==> src/tcc_pkg.sv <==
/*
 package for the six-channel timer counter core: register offsets, field
 layouts, pin indexes and the packed state carried by the core.
 assumes one 10 MHz peripheral clock and a plain strobe register port.
*/
// Behaviour
// - each channel counts up its 32-bit counter on selected clock edges
// - wrap from all ones to zero sets the overflow flag
// - counter reads return the live value without stopping it
// - a trigger zeroes the counter at the next valid clock edge
// - block mode routes each external clock from a pin or io line a
// - source select picks master clock /2 /8 /32 /128, slow clock or xc0-2
// - clock invert counts on the opposite edge
// - burst gates counting while a chosen external clock is high
// - enable and disable commands switch the counting clock
// - capture mode: capture b load disables clock when option set
// - waveform mode: compare c match disables clock when option set
// - while disabled starts do nothing, but a capture b load halt still stops; only enable restores
// - status shows the clock enabled bit
// - any trigger starts the clock when enabled
// - capture b load or compare c match halts clock when option set
// - mode bit selects capture or waveform per channel
// - capture mode drives neither io line
// - waveform drives io line a, and b unless b is the trigger
// - six identical channels in two groups of three
// - channel overflow events feed one interrupt line
// - block sync command triggers all channels of the group
package tcc_pkg;
	localparam int NCH = 6;
	localparam int NGRP = 2;
	localparam int CPG = 3;
	localparam int NPIN = 19;
	localparam int PIN_A = 6;
	localparam int PIN_B = 12;
	localparam int PIN_SLOW = 18;
	localparam int AW = 9;
	localparam logic [5:0] OFF_CMD = 6'h00;
	localparam logic [5:0] OFF_MODE = 6'h04;
	localparam logic [5:0] OFF_CV = 6'h10;
	localparam logic [5:0] OFF_RB = 6'h18;
	localparam logic [5:0] OFF_RC = 6'h1c;
	localparam logic [5:0] OFF_STAT = 6'h20;
	localparam logic [5:0] OFF_BCMD = 6'h00;
	localparam logic [5:0] OFF_BMODE = 6'h04;
	localparam logic [1:0] BLOCK_SLOT = 2'h3;
	localparam int CMD_EN = 0;
	localparam int CMD_DIS = 1;
	localparam int CMD_SWTRG = 2;
	localparam int BCMD_SYNC = 0;
	localparam int STAT_OVF = 0;
	localparam int STAT_CLOCK_ENABLED_STATUS = 16;
	localparam logic [2:0] CSS_SLOW = 3'h4;
	localparam logic [2:0] CSS_XC0 = 3'h5;
	localparam logic [31:0] CV_MAX = 32'hffffffff;
	localparam logic [6:0] PRE_MASK [4] = '{7'h01, 7'h07, 7'h1f, 7'h7f};

	typedef struct packed {
		logic wave;
		logic [2:0] rsv;
		logic compare_c_disables;
		logic compare_c_halts;
		logic b_is_event;
		logic ext_trig_en;
		logic load_b_disables;
		logic load_b_halts;
		logic [1:0] burst;
		logic clock_invert;
		logic [2:0] clock_source_select;
	} tcc_mode_type;

	typedef struct packed {
		logic [31:0] cv;
		logic [31:0] rb;
		logic [31:0] rc;
		tcc_mode_type mode;
		logic clock_enable_command;
		logic run;
		logic pend;
		logic ovf;
		logic outa;
	} tcc_chan_type;

	typedef struct packed {
		logic [NPIN-1:0] s1;
		logic [NPIN-1:0] s2;
		logic [NPIN-1:0] s3;
		logic [NPIN-1:0] flt;
		logic [6:0] pre;
		logic [NCH-1:0] xc_prev;
		logic [NGRP-1:0][2:0] bmode;
		tcc_chan_type [NCH-1:0] ch;
		logic [31:0] rdata;
		logic [NCH-1:0] oea;
		logic [NCH-1:0] oeb;
		logic [NCH-1:0] outb;
		logic irq;
	} tcc_state_type;
endpackage

==> src/tcc_core.sv <==
/*
 six-channel timer counter core: clock selection, enable/start control,
 32-bit counters, capture b and compare c events, io line direction.
 assumes a single MCLK domain, pins arriving asynchronously, and a master
 that strobes WR or RD for one cycle with address and data beside it.
*/
// Decided for this implementation: the placing of the registers and strobed register access.
`timescale 1ns/1ps
module tcc_core
	import tcc_pkg::*;
(
	input wire logic MCLK,
	input wire logic RST_N,
	input wire logic [AW-1:0] ADDR,
	input wire logic [31:0] WDATA,
	input wire logic WR,
	input wire logic RD,
	output logic [31:0] RDATA,
	input wire logic SLOW_CLOCK,
	input wire logic [NCH-1:0] CLOCK_PIN,
	input wire logic [NCH-1:0] IO_LINE_A_IN,
	output logic [NCH-1:0] IO_LINE_A_OUT,
	output logic [NCH-1:0] IO_LINE_A_OE,
	input wire logic [NCH-1:0] IO_LINE_B_IN,
	output logic [NCH-1:0] IO_LINE_B_OUT,
	output logic [NCH-1:0] IO_LINE_B_OE,
	output logic IRQ
);
	tcc_state_type st;
	tcc_state_type n;
	logic [NPIN-1:0] raw;
	logic [NCH-1:0] xc_lvl;
	logic [NCH-1:0] io_line_a_lvl;
	logic [NCH-1:0] cnt_ev;
	logic [NCH-1:0] sel_ev;
	logic [NCH-1:0] gate;
	logic [NCH-1:0] trig;
	logic [NCH-1:0] rise_a;
	logic [NCH-1:0] rise_b;
	logic [NGRP-1:0] sync_wr;
	logic [2:0] chsel;
	logic is_blk;
	logic [5:0] off;

	// edge of an internal divided tick, the slow clock or an xc line
	function automatic logic clk_edge(input tcc_mode_type m, input logic [6:0] pre,
		input logic lvl, input logic prev);
		logic [6:0] mk;
		logic r;
		logic f;
		mk = PRE_MASK[m.clock_source_select[1:0]];
		if (m.clock_source_select < CSS_SLOW) begin
			r = ((pre & mk) == mk);
			f = ((pre & mk) == (mk >> 1));
		end else begin
			r = lvl & ~prev;
			f = ~lvl & prev;
		end
		return m.clock_invert ? f : r;
	endfunction

	assign raw = {SLOW_CLOCK, IO_LINE_B_IN, IO_LINE_A_IN, CLOCK_PIN};

	// address split: group, channel slot, register offset
	assign off = ADDR[5:0];
	assign is_blk = (ADDR[7:6] == BLOCK_SLOT);
	assign chsel = ADDR[8] ? (3'(ADDR[7:6]) + 3'(CPG)) : 3'(ADDR[7:6]);

	always_comb begin
		n = st;
		n.s1 = raw;
		n.s2 = st.s1;
		n.s3 = st.s2;
		n.flt = (~(st.s2 ^ st.s3) & st.s3) | ((st.s2 ^ st.s3) & st.flt);
		n.pre = st.pre + 7'h01;
		n.rdata = '0;
		n.irq = 1'b0;
		for (int g = 0; g < NGRP; g++) begin
			sync_wr[g] = WR && is_blk && (ADDR[8] == g[0]) && (off == OFF_BCMD)
				&& WDATA[BCMD_SYNC];
		end
		for (int c = 0; c < NCH; c++) begin
			io_line_a_lvl[c] = st.oea[c] ? st.ch[c].outa : n.flt[PIN_A + c];
			rise_a[c] = n.flt[PIN_A + c] & ~st.flt[PIN_A + c];
			rise_b[c] = n.flt[PIN_B + c] & ~st.flt[PIN_B + c];
		end
		// xc routing: clock pin or io line a of the next channel
		for (int c = 0; c < NCH; c++) begin
			if (st.bmode[c / CPG][c % CPG])
				xc_lvl[c] = io_line_a_lvl[(c / CPG) * CPG + ((c % CPG) + 1) % CPG];
			else
				xc_lvl[c] = n.flt[c];
		end
		n.xc_prev = xc_lvl;
		// block mode register writes
		if (WR && is_blk && off == OFF_BMODE)
			n.bmode[ADDR[8]] = WDATA[2:0];
		for (int c = 0; c < NCH; c++) begin
			int g;
			int xs;
			logic lv;
			logic pv;
			logic cmdw;
			logic hit;
			lv = 1'b0;
			pv = 1'b0;
			g = c / CPG;
			hit = !is_blk && (chsel == 3'(c));
			cmdw = WR && hit && (off == OFF_CMD);
			// source mux: slow clock or one xc input
			xs = g * CPG + int'(st.ch[c].mode.clock_source_select - CSS_XC0);
			if (st.ch[c].mode.clock_source_select == CSS_SLOW) begin
				lv = n.flt[PIN_SLOW];
				pv = st.flt[PIN_SLOW];
			end else if (st.ch[c].mode.clock_source_select >= CSS_XC0) begin
				lv = xc_lvl[xs];
				pv = st.xc_prev[xs];
			end else begin
				lv = 1'b0;
				pv = 1'b0;
			end
			sel_ev[c] = clk_edge(st.ch[c].mode, st.pre, lv, pv);
			// burst gating on a chosen xc level
			gate[c] = (st.ch[c].mode.burst == 2'h0)
				|| xc_lvl[g * CPG + int'(st.ch[c].mode.burst) - 1];
			cnt_ev[c] = sel_ev[c] && gate[c] && st.ch[c].clock_enable_command && st.ch[c].run;
			// software, sync and external triggers
			trig[c] = (cmdw && WDATA[CMD_SWTRG]) || sync_wr[g]
				|| (st.ch[c].mode.ext_trig_en && rise_b[c]
				&& (!st.ch[c].mode.wave || st.ch[c].mode.b_is_event));
			// status read clears overflow; a new wrap below wins
			if (RD && hit && off == OFF_STAT)
				n.ch[c].ovf = 1'b0;
			if (cnt_ev[c]) begin
				if (st.ch[c].pend) begin
					n.ch[c].cv = '0;
					n.ch[c].pend = 1'b0;
				end else begin
					n.ch[c].cv = st.ch[c].cv + 32'h1;
					if (st.ch[c].cv == CV_MAX)
						n.ch[c].ovf = 1'b1;
				end
			end
			// waveform compare c on the counting edge
			if (st.ch[c].mode.wave && cnt_ev[c] && !st.ch[c].pend
				&& st.ch[c].cv == st.ch[c].rc) begin
				n.ch[c].outa = ~st.ch[c].outa;
				if (st.ch[c].mode.compare_c_halts)
					n.ch[c].run = 1'b0;
				if (st.ch[c].mode.compare_c_disables)
					n.ch[c].clock_enable_command = 1'b0;
			end
			// capture b load on rising io line a in capture mode
			if (!st.ch[c].mode.wave && rise_a[c]) begin
				n.ch[c].rb = st.ch[c].cv;
				if (st.ch[c].mode.load_b_halts)
					n.ch[c].run = 1'b0;
				if (st.ch[c].mode.load_b_disables)
					n.ch[c].clock_enable_command = 1'b0;
			end
			if (trig[c] && st.ch[c].clock_enable_command) begin
				n.ch[c].run = 1'b1;
				n.ch[c].pend = 1'b1;
			end
			// enable then disable command, disable wins
			if (cmdw && WDATA[CMD_EN])
				n.ch[c].clock_enable_command = 1'b1;
			if (cmdw && WDATA[CMD_DIS])
				n.ch[c].clock_enable_command = 1'b0;
			// mode and compare c writes
			if (WR && hit && off == OFF_MODE) begin
				n.ch[c].mode = tcc_mode_type'(WDATA[15:0]);
				n.ch[c].mode.rsv = '0;
			end
			if (WR && hit && off == OFF_RC)
				n.ch[c].rc = WDATA;
			n.oea[c] = st.ch[c].mode.wave;
			n.oeb[c] = st.ch[c].mode.wave && !st.ch[c].mode.b_is_event;
			n.outb[c] = 1'b0;
			// channel overflow feeds the shared line
			n.irq = n.irq | st.ch[c].ovf;
		end
		// live reads, data valid the following cycle only
		if (RD) begin
			if (is_blk) begin
				if (off == OFF_BMODE)
					n.rdata = 32'(st.bmode[ADDR[8]]);
			end else if (chsel < 3'(NCH)) begin
				case (off)
					OFF_MODE: n.rdata = 32'(st.ch[chsel].mode);
					OFF_CV: n.rdata = st.ch[chsel].cv;
					OFF_RB: n.rdata = st.ch[chsel].rb;
					OFF_RC: n.rdata = st.ch[chsel].rc;
					OFF_STAT: begin
						n.rdata[STAT_OVF] = st.ch[chsel].ovf;
						n.rdata[STAT_CLOCK_ENABLED_STATUS] = st.ch[chsel].clock_enable_command;
					end
					default: n.rdata = '0;
				endcase
			end
		end
	end

	// all six channels held in one state register
	always_ff @(posedge MCLK or negedge RST_N) begin
		if (!RST_N) begin
			st <= '0;
		end else begin
			st <= n;
		end
	end

	// outputs straight from state flip-flops
	assign RDATA = st.rdata;
	assign IO_LINE_A_OUT = {st.ch[5].outa, st.ch[4].outa, st.ch[3].outa,
		st.ch[2].outa, st.ch[1].outa, st.ch[0].outa};
	assign IO_LINE_A_OE = st.oea;
	assign IO_LINE_B_OUT = st.outb;
	assign IO_LINE_B_OE = st.oeb;
	assign IRQ = st.irq;

	logic cmd0;
	logic rd_cv0;
	logic rd_st0;
	assign cmd0 = WR && ADDR == {3'h0, OFF_CMD};
	assign rd_cv0 = RD && ADDR == {3'h0, OFF_CV};
	assign rd_st0 = RD && ADDR == {3'h0, OFF_STAT};
endmodule

==> config.mk <==
export PLATFORM = sky130hd
export DESIGN_NAME = tcc_core
export DESIGN_NICKNAME = d
export VERILOG_FILES = /design/src/tcc_pkg.sv /design/src/tcc_core.sv
export SDC_FILE = /design/constraint.sdc
export NUM_CORES = 2
export LEC_CHECK = 0
export ABC_AREA = 1
export ABC_CLOCK_PERIOD_IN_PS = 3500
export BUFFER_PORTS_ARGS = -buffer_cell sky130_fd_sc_hd__buf_2
export CAP_MARGIN = 10
export CORE_MARGIN = 2
export CORE_UTILIZATION = 45
export DETAILED_ROUTE_END_ITERATION = 16
export HOLD_SLACK_MARGIN = 0.03
export PLACE_DENSITY_LB_ADDON = 0.3
export SLEW_MARGIN = 0
export SYNTH_ARGS = -nofsm -noshare
export SYNTH_HDL_FRONTEND = slang
export SYNTH_SLANG_ARGS = --single-unit
export TNS_END_PERCENT = 50
==> constraint.sdc <==
create_clock -name MCLK -period 3.5 [get_ports MCLK]
set_input_delay 0.7 -clock MCLK [delete_from_list [all_inputs] [get_ports MCLK]]
set_output_delay 0.7 -clock MCLK [all_outputs]
set_load 0.01 [all_outputs]
==> flow_metrics.tcl <==
set metrics [dict create \
    status "completed" \
    cts_sinks 824 \
    clock-root-buffer "clkbuf_16" \
    synthSimpleGateAreaFrac 0.231 \
    detail-route-antenna-nets 0 \
    synth_flop_cell "dfrtp_1" \
    layout.nets 5995 \
    h-tree-depth 3 \
    p_sw_frac 0.340 \
    p_int_mw 17.5 \
    rrSetupSlack_ns 0.34 \
    wl_per_cell_um 27.6 \
    ioPinCount 121 \
    synth_top_family_by_area "simple AND/OR/NAND/NOR gates" \
    powerDensity_nw_per_um2 511 \
    synthArstFlopShare 1.00 \
    synthCells 5832 \
    rows 117 \
    clock_latency_ns 0.70 \
    final_common_cell "nand2_1" \
    clock_skew_ns 0.0329 \
    drt_first_iter_violations 6534 \
    peakVddDrop_mv 0.409 \
    pwr-share-clk 0.387 \
    fin_hold_ws_ns 0.110 \
    ys_top_cells_by_area "dfrtp_1 (45%), nand2_1 (11%), o21ai_0 (7.4%), inv_1 (4.3%), nor2_1 (3.0%)" \
    synth_area_per_cell_um2 7.94 \
    gp_congestion 1.10 \
    worstPathRequired_ns 4.08 \
    synth_xor_area_frac 0.0310 \
    crit-reg2reg-launch "st[408]" \
    wl_mm 202 \
    period_share 0.902 \
    finalSetupTns_ns 0 \
    drive_gt1_frac 0.111 \
    antenna_found_initial 4 \
    die_y_um 325 \
    cp_max_fo 34 \
    r2r_cells 18 \
    rsz0062_at_grt "no" \
    fmax_mhz 317 \
    synth.area.mux_share 0.000729 \
    power.leakage_nw 22.1 \
    r2r_end "st[489]" \
    timing.final.crit_period_ns 3.16 \
    cts_tree "yes" \
    dp_hpwl_mm 155 \
    grt-ovfl-total 0 \
    relSlewSlack 0.104 \
    routed_via_density 6.24 \
    seq_area_frac_synth 0.445 \
    first_pass_iters 8 \
    finalSetupViolCount 0 \
    hold_path_depth 1 \
    min_from "IO_LINE_A_IN[5]" \
    power_frac_comb 0.198 \
    cp-start-kind "flip-flop" \
    finalHoldViolCount 0 \
    endpoint_kind "flip-flop" \
    crit_cells 18 \
    pwr-share-seq 0.415 \
    grt_pass1_vias 42700 \
    die_width_um 325 \
    portBuffers 114 \
    min_to "n[821]" \
    path_cells "inv_1 -> ha_1 -> inv_2 -> nor2_4 -> inv_1 -> o21ai_1 -> inv_1 -> nand2_1 -> nand2_1 -> nand2_2 -> nand2_1 -> nand2_1 -> nand2_1 -> nand2_4 -> buf_4 -> o21ai_0 -> nand2_1 -> nor2_1" \
    critPathKind "reg2reg" \
    drcViolationCount 0 \
    layout_common_cells "nand2_1 (1334), dfrtp_1 (824), o21ai_0 (687)" \
    arrival_ns 3.73 \
    cts_max_path_buffers 3 \
    cp_slowest_stage_delay_ns 0.55 \
    post-route-util 0.508 \
    grt_util_all_layers 0.377 \
    maxSlewViolCount 0 \
    synth_top_area_cell "dfrtp_1" \
    hold_path_class "in2reg" \
    grt_pass1_wl_mm 294 \
    netlist.area_leader.share 0.445 \
    initial_core_util 0.455 \
    power_mw 26.4 \
    drv_cap 0 \
    synthAdderAreaFrac 0.0133 \
    syn-cell-area_um2 46300 \
    yosys_register_bits 824 \
    die_area_um2 106000 \
    slowest_stage "dfrtp_1" \
    cts_buffers 94 \
    cpLargestDelayFamily "simple AND/OR/NAND/NOR gates" \
    syn_to_final_growth_pct 11.6 \
    synth_compound_area_frac 0.193 \
    grt_max_degree 110 \
    p_sw_mw 8.98 \
    coreArea_um2 102000 \
    synth_warnings 0 \
    vias 45700 \
    worst_pin_slew_ns 1.31 \
    synth_edf_count 0 \
    clk_pin_slew_ns 0.06 \
    worst-path-buf-inv 5 \
    synth_cell_types 73 \
    cpMostUsedCell "nand2_1" \
]
## layout make-up
type / instances / area, µm²
clock inverter: 43 / 493
fill: 9797 / 50200
clock buffer: 124 / 2610
tap: 1368 / 1710
inverter: 578 / 2190
sequential: 824 / 20600
antenna: 1 / 2.50
multi-input combinational: 4096 / 21800
timing repair buffer: 291 / 2270
## repair_timing
item | CTS | global route
setup endpoints to repair | 0 | 0
hold buffers | 1 | 0
gates resized for setup | 0 | 0
hold endpoints to repair | 6 | 0
setup buffers | 0 | 0
## cell families (layout without fill, tap and decap cells)
logic type / after synthesis / count (layout)
xor+xnor: 163 / 163
flops: 824 / 824
simple gates: 2432 / 2432
buf+inv: 917 / 1036
other cells: 1 / 7
mux: 3 / 3
compound gates: 1442 / 1442
fa+ha+maj: 50 / 50
## sequential cells by signal, summed over array words and instances, names as in the netlist
signal,flops
IO_LINE_A_OE,6
IO_LINE_A_OUT,6
IO_LINE_B_OE,6
IRQ,1
RDATA,32
n,44
st,729
## power groups by stage
stage | sequential, mW | clock, mW | combinational (mW)
6_report | 11.0 | 10.2 | 5.24
3_3_place_gp | 11.1 | 0 | 5.00
4_1_cts | 10.9 | 10.3 | 5.10
5_1_grt | 11.0 | 10.7 | 5.62
2_1_floorplan | 10.7 | 0 | 3.39
3_5_place_dp | 11.1 | 0 | 5.08
## worst max-delay path by stage
stage / start / endpoint / slack, ns
final: st[408] / st[489] / 0.34
after global routing: st[408] / st[489] / 0.03
after CTS: st[408] / st[490] / 0.40
after detailed placement: ADDR[7] / RDATA[0] / 0.22
after global placement: ADDR[7] / RDATA[0] / 0.25
after floorplan: st[525] / st[522] / 0.98
## cells in the mapped netlist (all sizes together), types with 15 or more instances
cell,count
a211oi,21
a21oi,108
a22oi,76
a31oi,15
buf,172
clkbuf,167
dfrtp,824
ha,46
inv,570
nand2,1362
nand3,172
nand4,176
nor2,389
nor3,173
nor4,101
o2111ai,31
o211ai,30
o21ai,787
o221ai,36
o22ai,152
o31ai,126
or2,33
xnor2,24
xor2,139
## per-layer routing
metal | vias up | wire, µm | track usage
met5 | - | 33 | 0
met3 | 556 | 23900 | 0.105
li1 | 20000 | - | -
met2 | 2854 | 86700 | 0.557
met1 | 22300 | 78900 | 0.499
met4 | 4 | 12900 | 0.208
## through the flow
step / instances / cell area, µm² / setup WS, ns
global placement: 7155 / 48600 / 0.254
global route: 7324 / 51700 / 0.0321
CTS: 7323 / 51700 / 0.398
finish: 7325 / 51700 / 0.343
detailed placement: 7155 / 48600 / 0.225
floorplan: 5837 / 46300 / 0.982
(Power assumes the default switching activity.)
